**src/rtl/adcfg_defines.vh**
```
/*
 Constants of the ADC output and digital configuration bank.
 Assumes inclusion by bare name from the design files.
*/
`ifndef ADCFG_DEFINES_VH
`define ADCFG_DEFINES_VH
// Register offsets
`define ADCFG_OFS_DRIVE 8'h26
`define ADCFG_OFS_CODING 8'h3d
`define ADCFG_OFS_PAT_HI 8'h3f
`define ADCFG_OFS_PAT_LO 8'h40
`define ADCFG_OFS_IFACE 8'h41
`define ADCFG_OFS_FALL 8'h42
`define ADCFG_OFS_POWER 8'h43
`define ADCFG_OFS_PERF 8'h4a
`define ADCFG_OFS_BIAS 8'hbf
`define ADCFG_OFS_LOOP 8'hcf
// Implemented bits
`define ADCFG_MSK_DRIVE 8'h03
`define ADCFG_MSK_CODING 8'he0
`define ADCFG_MSK_PAT_HI 8'hff
`define ADCFG_MSK_PAT_LO 8'hfc
`define ADCFG_MSK_IFACE 8'hff
`define ADCFG_MSK_FALL 8'hcc
`define ADCFG_MSK_POWER 8'h53
`define ADCFG_MSK_PERF 8'h01
`define ADCFG_MSK_BIAS 8'hfc
`define ADCFG_MSK_LOOP 8'hbc
`define ADCFG_RST_VAL 8'h00
// Field positions
`define ADCFG_CLK_DRV_BIT 1
`define ADCFG_DATA_DRV_BIT 0
`define ADCFG_PAIR_HI 7
`define ADCFG_PAIR_LO 6
`define ADCFG_OFSON_BIT 5
`define ADCFG_CMOS_HI 5
`define ADCFG_CMOS_LO 4
`define ADCFG_RISE_EN_BIT 3
`define ADCFG_RISE_HI 2
`define ADCFG_RISE_LO 1
`define ADCFG_FALL_EN_BIT 0
`define ADCFG_DIGITAL_BIT 3
`define ADCFG_SLEEP_BIT 2
`define ADCFG_SHUTDOWN_BIT 6
`define ADCFG_OBUF_BIT 4
`define ADCFG_SWING_HI 1
`define ADCFG_SWING_LO 0
`define ADCFG_TUNING_BIT 0
`define ADCFG_PED_HI 7
`define ADCFG_PED_LO 2
`define ADCFG_HOLD_BIT 7
`define ADCFG_TC_HI 5
`define ADCFG_TC_LO 2
// Codes
`define ADCFG_FMT_TWOS 2'b10
`define ADCFG_FMT_OBIN 2'b11
`define ADCFG_IF_LVDS 2'b01
`define ADCFG_IF_CMOS 2'b11
`define ADCFG_SWING_ON 2'b11
`define ADCFG_EDGE_DEFAULT 2'b00
`define ADCFG_RISE_ALIGN 2'b10
`define ADCFG_MID_FLIP 14'h2000
`define ADCFG_SAT_POS 14'h1fff
`define ADCFG_SAT_NEG 14'h2000
`define ADCFG_TC_BASE 6'd20
`define ADCFG_TC_MAX 4'hb
`define ADCFG_LAST_BIT 3'd7
`endif

```
**src/rtl/adcfg_bank.v**
```verilog
/*
 Output and digital configuration bank of the converter, with the
 output coding, pattern, offset correction and power controls.
 Assumes ADC_CODE offset binary, one sample per SYS_CLK, and the
 serial port strobes synchronous to SYS_CLK.
*/
`timescale 1ns/1ps
`include "adcfg_defines.vh"
module adcfg_bank (
  input wire SYS_CLK,
  input wire RST,
  input wire CFG_SEL_N,
  input wire CFG_SHIFT,
  input wire CFG_SDI,
  input wire CFG_READ,
  output wire CFG_SDO,
  input wire [13:0] ADC_CODE,
  input wire FORMAT_SELECT_PIN,
  input wire INTERFACE_SELECT_PIN,
  input wire NARROW_VARIANT,
  input wire CUSTOM_PATTERN_ON,
  output reg [13:0] DOUT,
  output reg DOUT_OE,
  output reg LVDS_MODE,
  output reg [1:0] RISE_EDGE_POSITION,
  output reg RISE_ALIGNED,
  output reg [1:0] FALL_EDGE_POSITION,
  output reg CLOCK_BUFFER_DRIVE,
  output reg DATA_BUFFER_DRIVE,
  output reg [1:0] CMOS_CLOCK_DRIVE,
  output reg SWING_CTRL_ON,
  output reg HIGH_FREQ_TUNING,
  output reg CONV_POWER_ON,
  output reg REF_POWER_ON,
  output reg DIGITAL_FUNCTIONS_ON,
  output reg [13:0] OFFSET_ESTIMATE
);

  // Saturate a 17-bit signed sum to 14 bits
  function [13:0] adcfg_sat14;
    input [16:0] v;
    begin
      if (!v[16] && (v[15:13] != 3'b000))
        adcfg_sat14 = `ADCFG_SAT_POS;
      else if (v[16] && (v[15:13] != 3'b111))
        adcfg_sat14 = `ADCFG_SAT_NEG;
      else
        adcfg_sat14 = v[13:0];
    end
  endfunction

  // Place a word on 14 or 12 output bits
  function [13:0] adcfg_fit;
    input [13:0] w;
    input narrow;
    begin
      if (narrow)
        adcfg_fit = {2'b00, w[13:2]};
      else
        adcfg_fit = w;
    end
  endfunction

  // Pin-or-force decode of a two-bit select
  function adcfg_pick;
    input [1:0] code;
    input [1:0] force_on;
    input [1:0] force_off;
    input pin;
    begin
      if (code == force_on)
        adcfg_pick = 1'b1;
      else if (code == force_off)
        adcfg_pick = 1'b0;
      else
        adcfg_pick = pin;
    end
  endfunction

  reg [7:0] reg_drive;
  reg [7:0] reg_coding;
  reg [7:0] reg_pat_hi;
  reg [7:0] reg_pat_lo;
  reg [7:0] reg_iface;
  reg [7:0] reg_fall;
  reg [7:0] reg_power;
  reg [7:0] reg_perf;
  reg [7:0] reg_bias;
  reg [7:0] reg_loop;
  reg [7:0] rd_data;

  wire [7:0] port_addr;
  wire [7:0] port_data;
  wire port_wr;
  wire [13:0] est;

  adcfg_serial_port u_port (
    .clk(SYS_CLK),
    .rst(RST),
    .sel_n(CFG_SEL_N),
    .shift(CFG_SHIFT),
    .sdi(CFG_SDI),
    .read(CFG_READ),
    .rd_data(rd_data),
    .addr(port_addr),
    .wr_data(port_data),
    .wr_stb(port_wr),
    .sdo(CFG_SDO)
  );

  // Register writes, reserved bits dropped
  always @(posedge SYS_CLK)
  begin
    if (RST)
    begin
      reg_drive <= `ADCFG_RST_VAL;
      reg_coding <= `ADCFG_RST_VAL;
      reg_pat_hi <= `ADCFG_RST_VAL;
      reg_pat_lo <= `ADCFG_RST_VAL;
      reg_iface <= `ADCFG_RST_VAL;
      reg_fall <= `ADCFG_RST_VAL;
      reg_power <= `ADCFG_RST_VAL;
      reg_perf <= `ADCFG_RST_VAL;
      reg_bias <= `ADCFG_RST_VAL;
      reg_loop <= `ADCFG_RST_VAL;
    end
    else if (port_wr)
    begin
      case (port_addr)
        `ADCFG_OFS_DRIVE:
          reg_drive <= port_data & `ADCFG_MSK_DRIVE;
        `ADCFG_OFS_CODING:
          reg_coding <= port_data & `ADCFG_MSK_CODING;
        `ADCFG_OFS_PAT_HI:
          reg_pat_hi <= port_data & `ADCFG_MSK_PAT_HI;
        `ADCFG_OFS_PAT_LO:
          reg_pat_lo <= port_data & `ADCFG_MSK_PAT_LO;
        `ADCFG_OFS_IFACE:
          reg_iface <= port_data & `ADCFG_MSK_IFACE;
        `ADCFG_OFS_FALL:
          reg_fall <= port_data & `ADCFG_MSK_FALL;
        `ADCFG_OFS_POWER:
          reg_power <= port_data & `ADCFG_MSK_POWER;
        `ADCFG_OFS_PERF:
          reg_perf <= port_data & `ADCFG_MSK_PERF;
        `ADCFG_OFS_BIAS:
          reg_bias <= port_data & `ADCFG_MSK_BIAS;
        `ADCFG_OFS_LOOP:
          reg_loop <= port_data & `ADCFG_MSK_LOOP;
        default:
          reg_drive <= reg_drive;
      endcase
    end
  end

  // Readback, unmapped addresses read zero
  always @*
  begin
    case (port_addr)
      `ADCFG_OFS_DRIVE: rd_data = reg_drive;
      `ADCFG_OFS_CODING: rd_data = reg_coding;
      `ADCFG_OFS_PAT_HI: rd_data = reg_pat_hi;
      `ADCFG_OFS_PAT_LO: rd_data = reg_pat_lo;
      `ADCFG_OFS_IFACE: rd_data = reg_iface;
      `ADCFG_OFS_FALL: rd_data = reg_fall;
      `ADCFG_OFS_POWER: rd_data = reg_power;
      `ADCFG_OFS_PERF: rd_data = reg_perf;
      `ADCFG_OFS_BIAS: rd_data = reg_bias;
      `ADCFG_OFS_LOOP: rd_data = reg_loop;
      default: rd_data = `ADCFG_RST_VAL;
    endcase
  end

  // Field decode
  wire [1:0] fmt_code = reg_coding[`ADCFG_PAIR_HI:`ADCFG_PAIR_LO];
  wire [1:0] if_code = reg_iface[`ADCFG_PAIR_HI:`ADCFG_PAIR_LO];
  wire [1:0] rise_pos = reg_iface[`ADCFG_RISE_HI:`ADCFG_RISE_LO];
  wire [1:0] fall_pos = reg_fall[`ADCFG_PAIR_HI:`ADCFG_PAIR_LO];
  wire [1:0] swing_en = reg_power[`ADCFG_SWING_HI:`ADCFG_SWING_LO];
  wire [5:0] pedestal = reg_bias[`ADCFG_PED_HI:`ADCFG_PED_LO];
  wire [3:0] settle = reg_loop[`ADCFG_TC_HI:`ADCFG_TC_LO];
  wire [13:0] pattern = {reg_pat_hi, reg_pat_lo[`ADCFG_PED_HI:`ADCFG_PED_LO]};
  wire digital_on = reg_fall[`ADCFG_DIGITAL_BIT];
  wire sleep = reg_fall[`ADCFG_SLEEP_BIT];
  wire shutdown = reg_power[`ADCFG_SHUTDOWN_BIT];
  wire pins_off = reg_power[`ADCFG_OBUF_BIT];
  wire loop_run = digital_on & reg_coding[`ADCFG_OFSON_BIT];
  wire hold = reg_loop[`ADCFG_HOLD_BIT];

  // Converter and buffer power state
  wire conv_on = ~(sleep | shutdown);
  wire bufs_on = conv_on & ~pins_off;

  // Interface and coding choice
  wire lvds = adcfg_pick(if_code, `ADCFG_IF_LVDS, `ADCFG_IF_CMOS,
    INTERFACE_SELECT_PIN);
  wire twos = adcfg_pick(fmt_code, `ADCFG_FMT_TWOS, `ADCFG_FMT_OBIN,
    FORMAT_SELECT_PIN);

  // Sample about mid-code in twos complement
  wire [13:0] sample_s = ADC_CODE ^ `ADCFG_MID_FLIP;

  adcfg_offset_loop u_loop (
    .clk(SYS_CLK),
    .rst(RST),
    .run(loop_run),
    .hold(hold),
    .settle(settle),
    .sample(sample_s),
    .est(est)
  );

  // Corrected sample plus signed pedestal
  wire [16:0] corr_sum = {{3{sample_s[13]}}, sample_s}
    - {{3{est[13]}}, est}
    + {{11{pedestal[5]}}, pedestal};
  wire [13:0] twos_word = loop_run ? adcfg_sat14(corr_sum) : sample_s;
  wire [13:0] coded = twos ? twos_word
    : (twos_word ^ `ADCFG_MID_FLIP);
  wire [13:0] word = (digital_on & CUSTOM_PATTERN_ON) ? pattern
    : coded;
  wire [13:0] next_dout = bufs_on ? adcfg_fit(word, NARROW_VARIANT)
    : 14'h0;

  // Output edge placement
  wire [1:0] next_rise = reg_iface[`ADCFG_RISE_EN_BIT] ? rise_pos
    : `ADCFG_EDGE_DEFAULT;
  wire [1:0] next_fall = reg_iface[`ADCFG_FALL_EN_BIT] ? fall_pos
    : `ADCFG_EDGE_DEFAULT;

  // Registered outputs, one clock after a write
  always @(posedge SYS_CLK)
  begin
    if (RST)
    begin
      DOUT <= 14'h0;
      DOUT_OE <= 1'b0;
      LVDS_MODE <= 1'b0;
      RISE_EDGE_POSITION <= `ADCFG_EDGE_DEFAULT;
      RISE_ALIGNED <= 1'b0;
      FALL_EDGE_POSITION <= `ADCFG_EDGE_DEFAULT;
      CLOCK_BUFFER_DRIVE <= 1'b0;
      DATA_BUFFER_DRIVE <= 1'b0;
      CMOS_CLOCK_DRIVE <= 2'b00;
      SWING_CTRL_ON <= 1'b0;
      HIGH_FREQ_TUNING <= 1'b0;
      CONV_POWER_ON <= 1'b0;
      REF_POWER_ON <= 1'b0;
      DIGITAL_FUNCTIONS_ON <= 1'b0;
      OFFSET_ESTIMATE <= 14'h0;
    end
    else
    begin
      DOUT <= next_dout;
      DOUT_OE <= bufs_on;
      LVDS_MODE <= lvds;
      RISE_EDGE_POSITION <= next_rise;
      RISE_ALIGNED <= lvds & (next_rise == `ADCFG_RISE_ALIGN);
      FALL_EDGE_POSITION <= next_fall;
      CLOCK_BUFFER_DRIVE <= reg_drive[`ADCFG_CLK_DRV_BIT];
      DATA_BUFFER_DRIVE <= reg_drive[`ADCFG_DATA_DRV_BIT];
      CMOS_CLOCK_DRIVE <= reg_iface[`ADCFG_CMOS_HI:`ADCFG_CMOS_LO];
      SWING_CTRL_ON <= (swing_en == `ADCFG_SWING_ON);
      HIGH_FREQ_TUNING <= reg_perf[`ADCFG_TUNING_BIT];
      CONV_POWER_ON <= conv_on;
      REF_POWER_ON <= ~shutdown;
      DIGITAL_FUNCTIONS_ON <= digital_on;
      OFFSET_ESTIMATE <= est;
    end
  end
endmodule // adcfg_bank

```
**src/rtl/adcfg_offset_loop.v**
```verilog
/*
 Offset estimator: leaky integrator with 2^(20+code) time constant.
 Assumes twos-complement samples about mid-code, one per clock.
*/
`timescale 1ns/1ps
`include "adcfg_defines.vh"
module adcfg_offset_loop (
  input wire clk,
  input wire rst,
  input wire run,
  input wire hold,
  input wire [3:0] settle,
  input wire [13:0] sample,
  output reg [13:0] est
);
  reg signed [47:0] acc;
  wire [3:0] code = (settle > `ADCFG_TC_MAX) ? `ADCFG_TC_MAX : settle;
  wire [5:0] shift = `ADCFG_TC_BASE + {2'b00, code};
  wire signed [47:0] diff = $signed({{34{sample[13]}}, sample})
    - $signed({{34{est[13]}}, est});
  wire signed [47:0] next_acc = acc + diff;
  wire signed [47:0] scaled = next_acc >>> shift;
  always @(posedge clk)
  begin
    if (rst | ~run)
    begin
      acc <= 48'h0;
      est <= 14'h0;
    end
    else if (!hold)
    begin
      acc <= next_acc;
      est <= scaled[13:0];
    end
  end
endmodule // adcfg_offset_loop

```
**src/rtl/adcfg_serial_port.v**
```verilog
/*
 Serial configuration port: address byte then data byte, MSB first.
 Assumes CFG strobes synchronous to the system clock.
*/
`timescale 1ns/1ps
`include "adcfg_defines.vh"
module adcfg_serial_port (
  input wire clk,
  input wire rst,
  input wire sel_n,
  input wire shift,
  input wire sdi,
  input wire read,
  input wire [7:0] rd_data,
  output reg [7:0] addr,
  output reg [7:0] wr_data,
  output reg wr_stb,
  output reg sdo
);
  localparam ST_ADDR = 3'b001;
  localparam ST_DATA = 3'b010;
  localparam ST_DONE = 3'b100;
  reg [2:0] state;
  reg [2:0] cnt;
  reg [7:0] shreg;
  wire [7:0] next_shreg = {shreg[6:0], sdi};
  always @(posedge clk)
  begin
    wr_stb <= 1'b0;
    if (rst)
    begin
      state <= ST_ADDR;
      cnt <= 3'd0;
      shreg <= `ADCFG_RST_VAL;
      addr <= `ADCFG_RST_VAL;
      wr_data <= `ADCFG_RST_VAL;
      sdo <= 1'b0;
    end
    else if (sel_n)
    begin
      state <= ST_ADDR;
      cnt <= 3'd0;
      sdo <= 1'b0;
    end
    else
    begin
      // Readback bit for the next shift
      sdo <= (state == ST_DATA) & read & rd_data[`ADCFG_LAST_BIT - cnt];
      if (shift)
      begin
        case (state)
          ST_ADDR:
          begin
            shreg <= next_shreg;
            cnt <= cnt + 3'd1;
            if (cnt == `ADCFG_LAST_BIT)
            begin
              addr <= next_shreg;
              state <= ST_DATA;
            end
          end
          ST_DATA:
          begin
            shreg <= next_shreg;
            cnt <= cnt + 3'd1;
            if (cnt == `ADCFG_LAST_BIT)
            begin
              wr_data <= next_shreg;
              wr_stb <= ~read;
              state <= ST_DONE;
            end
          end
          ST_DONE:
            state <= ST_DONE;
          default:
            state <= ST_ADDR;
        endcase
      end
    end
  end
endmodule // adcfg_serial_port

```
**config.mk**
```make
export PLATFORM = sky130hd
export DESIGN_NAME = adcfg_bank
export DESIGN_NICKNAME = d
export VERILOG_FILES = /design/src/rtl/adcfg_bank.v /design/src/rtl/adcfg_offset_loop.v /design/src/rtl/adcfg_serial_port.v
export VERILOG_INCLUDE_DIRS = /design/src /design/src/rtl
export SDC_FILE = /design/constraint.sdc
export NUM_CORES = 1
export LEC_CHECK = 0
export BUFFER_PORTS_ARGS = -buffer_cell sky130_fd_sc_hd__buf_2
export CELL_PAD_IN_SITES_DETAIL_PLACEMENT = 0
export CELL_PAD_IN_SITES_GLOBAL_PLACEMENT = 1
export CORE_ASPECT_RATIO = 1.4
export CORE_MARGIN = 8
export CORE_UTILIZATION = 40
export CTS_CLUSTER_DIAMETER = 60
export DETAILED_ROUTE_END_ITERATION = 10
export HOLD_SLACK_MARGIN = 0.06
export PLACE_DENSITY = 0.81
export SYNTH_ARGS = -nofsm -noshare
export SYNTH_HDL_FRONTEND = slang
export SYNTH_SLANG_ARGS = --single-unit
```
**constraint.sdc**
```tcl
create_clock -name SYS_CLK -period 6.6 [get_ports SYS_CLK]
set_input_delay 0.66 -clock SYS_CLK [delete_from_list [all_inputs] [get_ports SYS_CLK]]
set_output_delay 0.66 -clock SYS_CLK [all_outputs]
set_load 0.005 [all_outputs]
```
==> reports/summary.txt <==
status -> finished clean
Filler cells -> 3202
first-pass GRT wire length -> 61.8 mm
distinct cell type count after synthesis -> 86
multi-input logic area -> 0.00831 mm2
share of layout cells above drive strength 1 -> 10.2%
Die X -> 166 um
worst r2r path cells -> 24
clk slew on worst S/H paths -> 80 ps
Setup crit start kind -> input pin
Max Transition Viols Final -> 0
worst min path class -> input pin to flip-flop
Die Ht -> 226 um
I/O pin count -> 69
Nets -> 1741
WS Path Type -> input pin to flip-flop
placed inst area -> 0.0133 mm2
Mapped Area -> 0.0126 mm2
First-pass DRT Iterations -> 5
Ys Warns -> 0
vias in the first global route -> 11478
core area -> 0.0313 mm2
maximum vdd ir drop -> 0.148 mV
register area -> 0.00362 mm2
Slew headroom -> 33.9%
sequential area share after synthesis -> 28.8%
mean post-synth cell area -> 7.90 um2
CP arrival -> 6380 ps
final setup margin -> 537 ps
area delta synth->final -> 10.6%
clk sinks -> 181
initial antenna violation count -> 0
Clock H-tree levels -> 4
EDFF count, synth -> 0
met2 Use GR -> 39.3%
minimum clock period -> 6060 ps
Diodes inserted -> 0
die area -> 0.0375 mm2
Max clock buf depth -> 2
post-route ant nets -> 0
RSZ-0062 raised after global routing -> false
Starting Density -> 40.2%
final instance area -> 0.0139 mm2
placement-stage worst setup slack -> 46.3 ps
MaxCap Viol Count -> 0
largest net degree at the start of global routing -> 99
Setup Skew -> 13.6 ps
fraction of registers with async set/reset -> 0%
Synth Net Count -> 1712
Synth top area share -> 28.8%
Final period util -> 91.9%
Slowest Stage Delay on Critical Path -> 500 ps
DP Wirelength -> 30.5 mm
cells after synthesis -> 1592
via density per instance -> 5.73
Max Clock Freq -> 165 MHz
CTS tree -> yes
final-report setup violation count -> 0
Slowest-stage cell, CP -> o311ai_0
GR peak layer -> met2
CP endpoint kind -> flip-flop
gp weighted congestion -> 0.919
global route total overflow -> 0
Iter 0 DRT Violations -> 845
residual DRC count -> 0
Power Density -> 185 mW/mm2
row cnt -> 77
area leader, netlist -> dfxtp_1
top cells by count, synth -> 181 x dfxtp_1, 181 x nor2_1, 168 x nand2_1
met3 Resource Use GR -> 2.71%
grt met1 use -> 21.8%
hold depth -> 2
Pleak -> 6.09 nW
Total GRT Usage -> 20.7%
worst slew pin tran -> 991 ps
Synth Flop Type -> dfxtp_1
PortBufs -> 68
FF+latch count, synth -> 181
vias post-DR -> 11617
top post-synthesis cells by area -> dfxtp_1 29%, ha_1 8.0%, mux2i_1 6.9%, a21oi_1 6.2%, nor2_1 5.4%
clk_lat worst skew -> 470 ps
Fin Hold WS -> 370 ps
utilization after layout -> 44.5%
CP Max Fanout -> 23
CTS Buf Count -> 17
per-cell routed wire length -> 19.3 um
final hold violation count -> 0
Worst EP required -> 6920 ps
total negative slack -> 0 ps
CTS Root Buffer Type -> clkbuf_16
total wire length -> 39.2 mm
## critical path, delay by kind of cell
kind	cells	cell delay, ps
AO/OA/AOI/OAI	11	2610
buffers and inverters	6	1020
adder cells (fa/ha/maj)	3	930
AND/OR/NAND/NOR	4	680
multiplexers	1	310
XOR/XNOR	1	170
## registers in the layout (all words and copies together) (netlist names), 2 cells and up
register and count:
u_port.wr_data 8, u_port.state 3, u_loop.est 14, reg_power 4, u_loop.acc 45, FALL_EDGE_POSITION 2
u_port.addr 8, reg_bias 6, reg_pat_lo 6, reg_iface 8, OFFSET_ESTIMATE 14, u_port.cnt 3
CMOS_CLOCK_DRIVE 2, DOUT 14, RISE_EDGE_POSITION 2, reg_fall 4, reg_coding 3, u_port.shreg 7
reg_drive 2, reg_loop 5, reg_pat_hi 8
## layout by cell type, fill, tap and decap left out, types with 28 or more instances in the layout
master,instances
nor3_1,30
dfxtp_1,180
buf_2,67
nor2_1,181
nand3_1,53
o21ai_0,48
a21o_1,28
ha_1,80
a21oi_1,155
xnor2_1,44
inv_1,85
mux2i_1,87
nand2_1,167
## repair_timing
item,in CTS,in global routing
hold buffers,0,0
resized for setup,0,4
setup endpoints to repair,0,9
buffers inserted,0,1
## report_power, final
group / switching [mW] / leakage (nW) / internal (mW) / total (mW)
logic: 0.250 / 4.32 / 0.165 / 0.415
registers: 0.00402 / 1.46 / 1.10 / 1.10
clock network: 0.540 / 0.301 / 0.522 / 1.06
total: 0.794 / 6.09 / 1.79 / 2.58
## cell type report
cell class	instances	share of cell area, %
multi-input cells	1241	59.7
repair buffers	93	3.90
clock inverters	15	1.40
clock buffers	17	3.06
well taps	395	3.55
inverters	87	2.35
flip-flops and latches	181	26.0
## cell families (layout without fill, tap and decap cells)
group	count (synthesis)	in the layout	share of synthesized area (%)
AO/OA/AOI/OAI	423	423	22.4
XOR/XNOR	62	62	4.31
adder cells (fa/ha/maj)	96	96	10.5
buffers and inverters	170	212	5.30
flip-flops	181	181	28.8
multiplexers	98	98	8.08
AND/OR/NAND/NOR	562	562	20.6
## per-layer routing
layer  vias up  part of all wire (%)
met5         -                     0
met4         0                   5.5
met3        98                   3.2
met2       304                    52
met1      5472                    40
li1       5743                     -
## final timing paths
kind,start,endpoint,slack [ps]
hold / removal,CFG_READ,u_port.wr_stb,370
setup / recovery,ADC_CODE[0],u_loop.est[13],540
setup reg to reg,u_loop.est[1],u_loop.est[9],580
hold reg to reg,u_loop.acc[43],u_loop.acc[43],470
## stage by stage
step                total power, mW  instances
floorplan                      1.44       1592
global placement               1.54       1996
detailed placement             1.54       1996
CTS                            2.61       2028
global route                   2.70       2029
finish                         2.58       2029
Note: power is estimated with default switching activity, not from simulation.
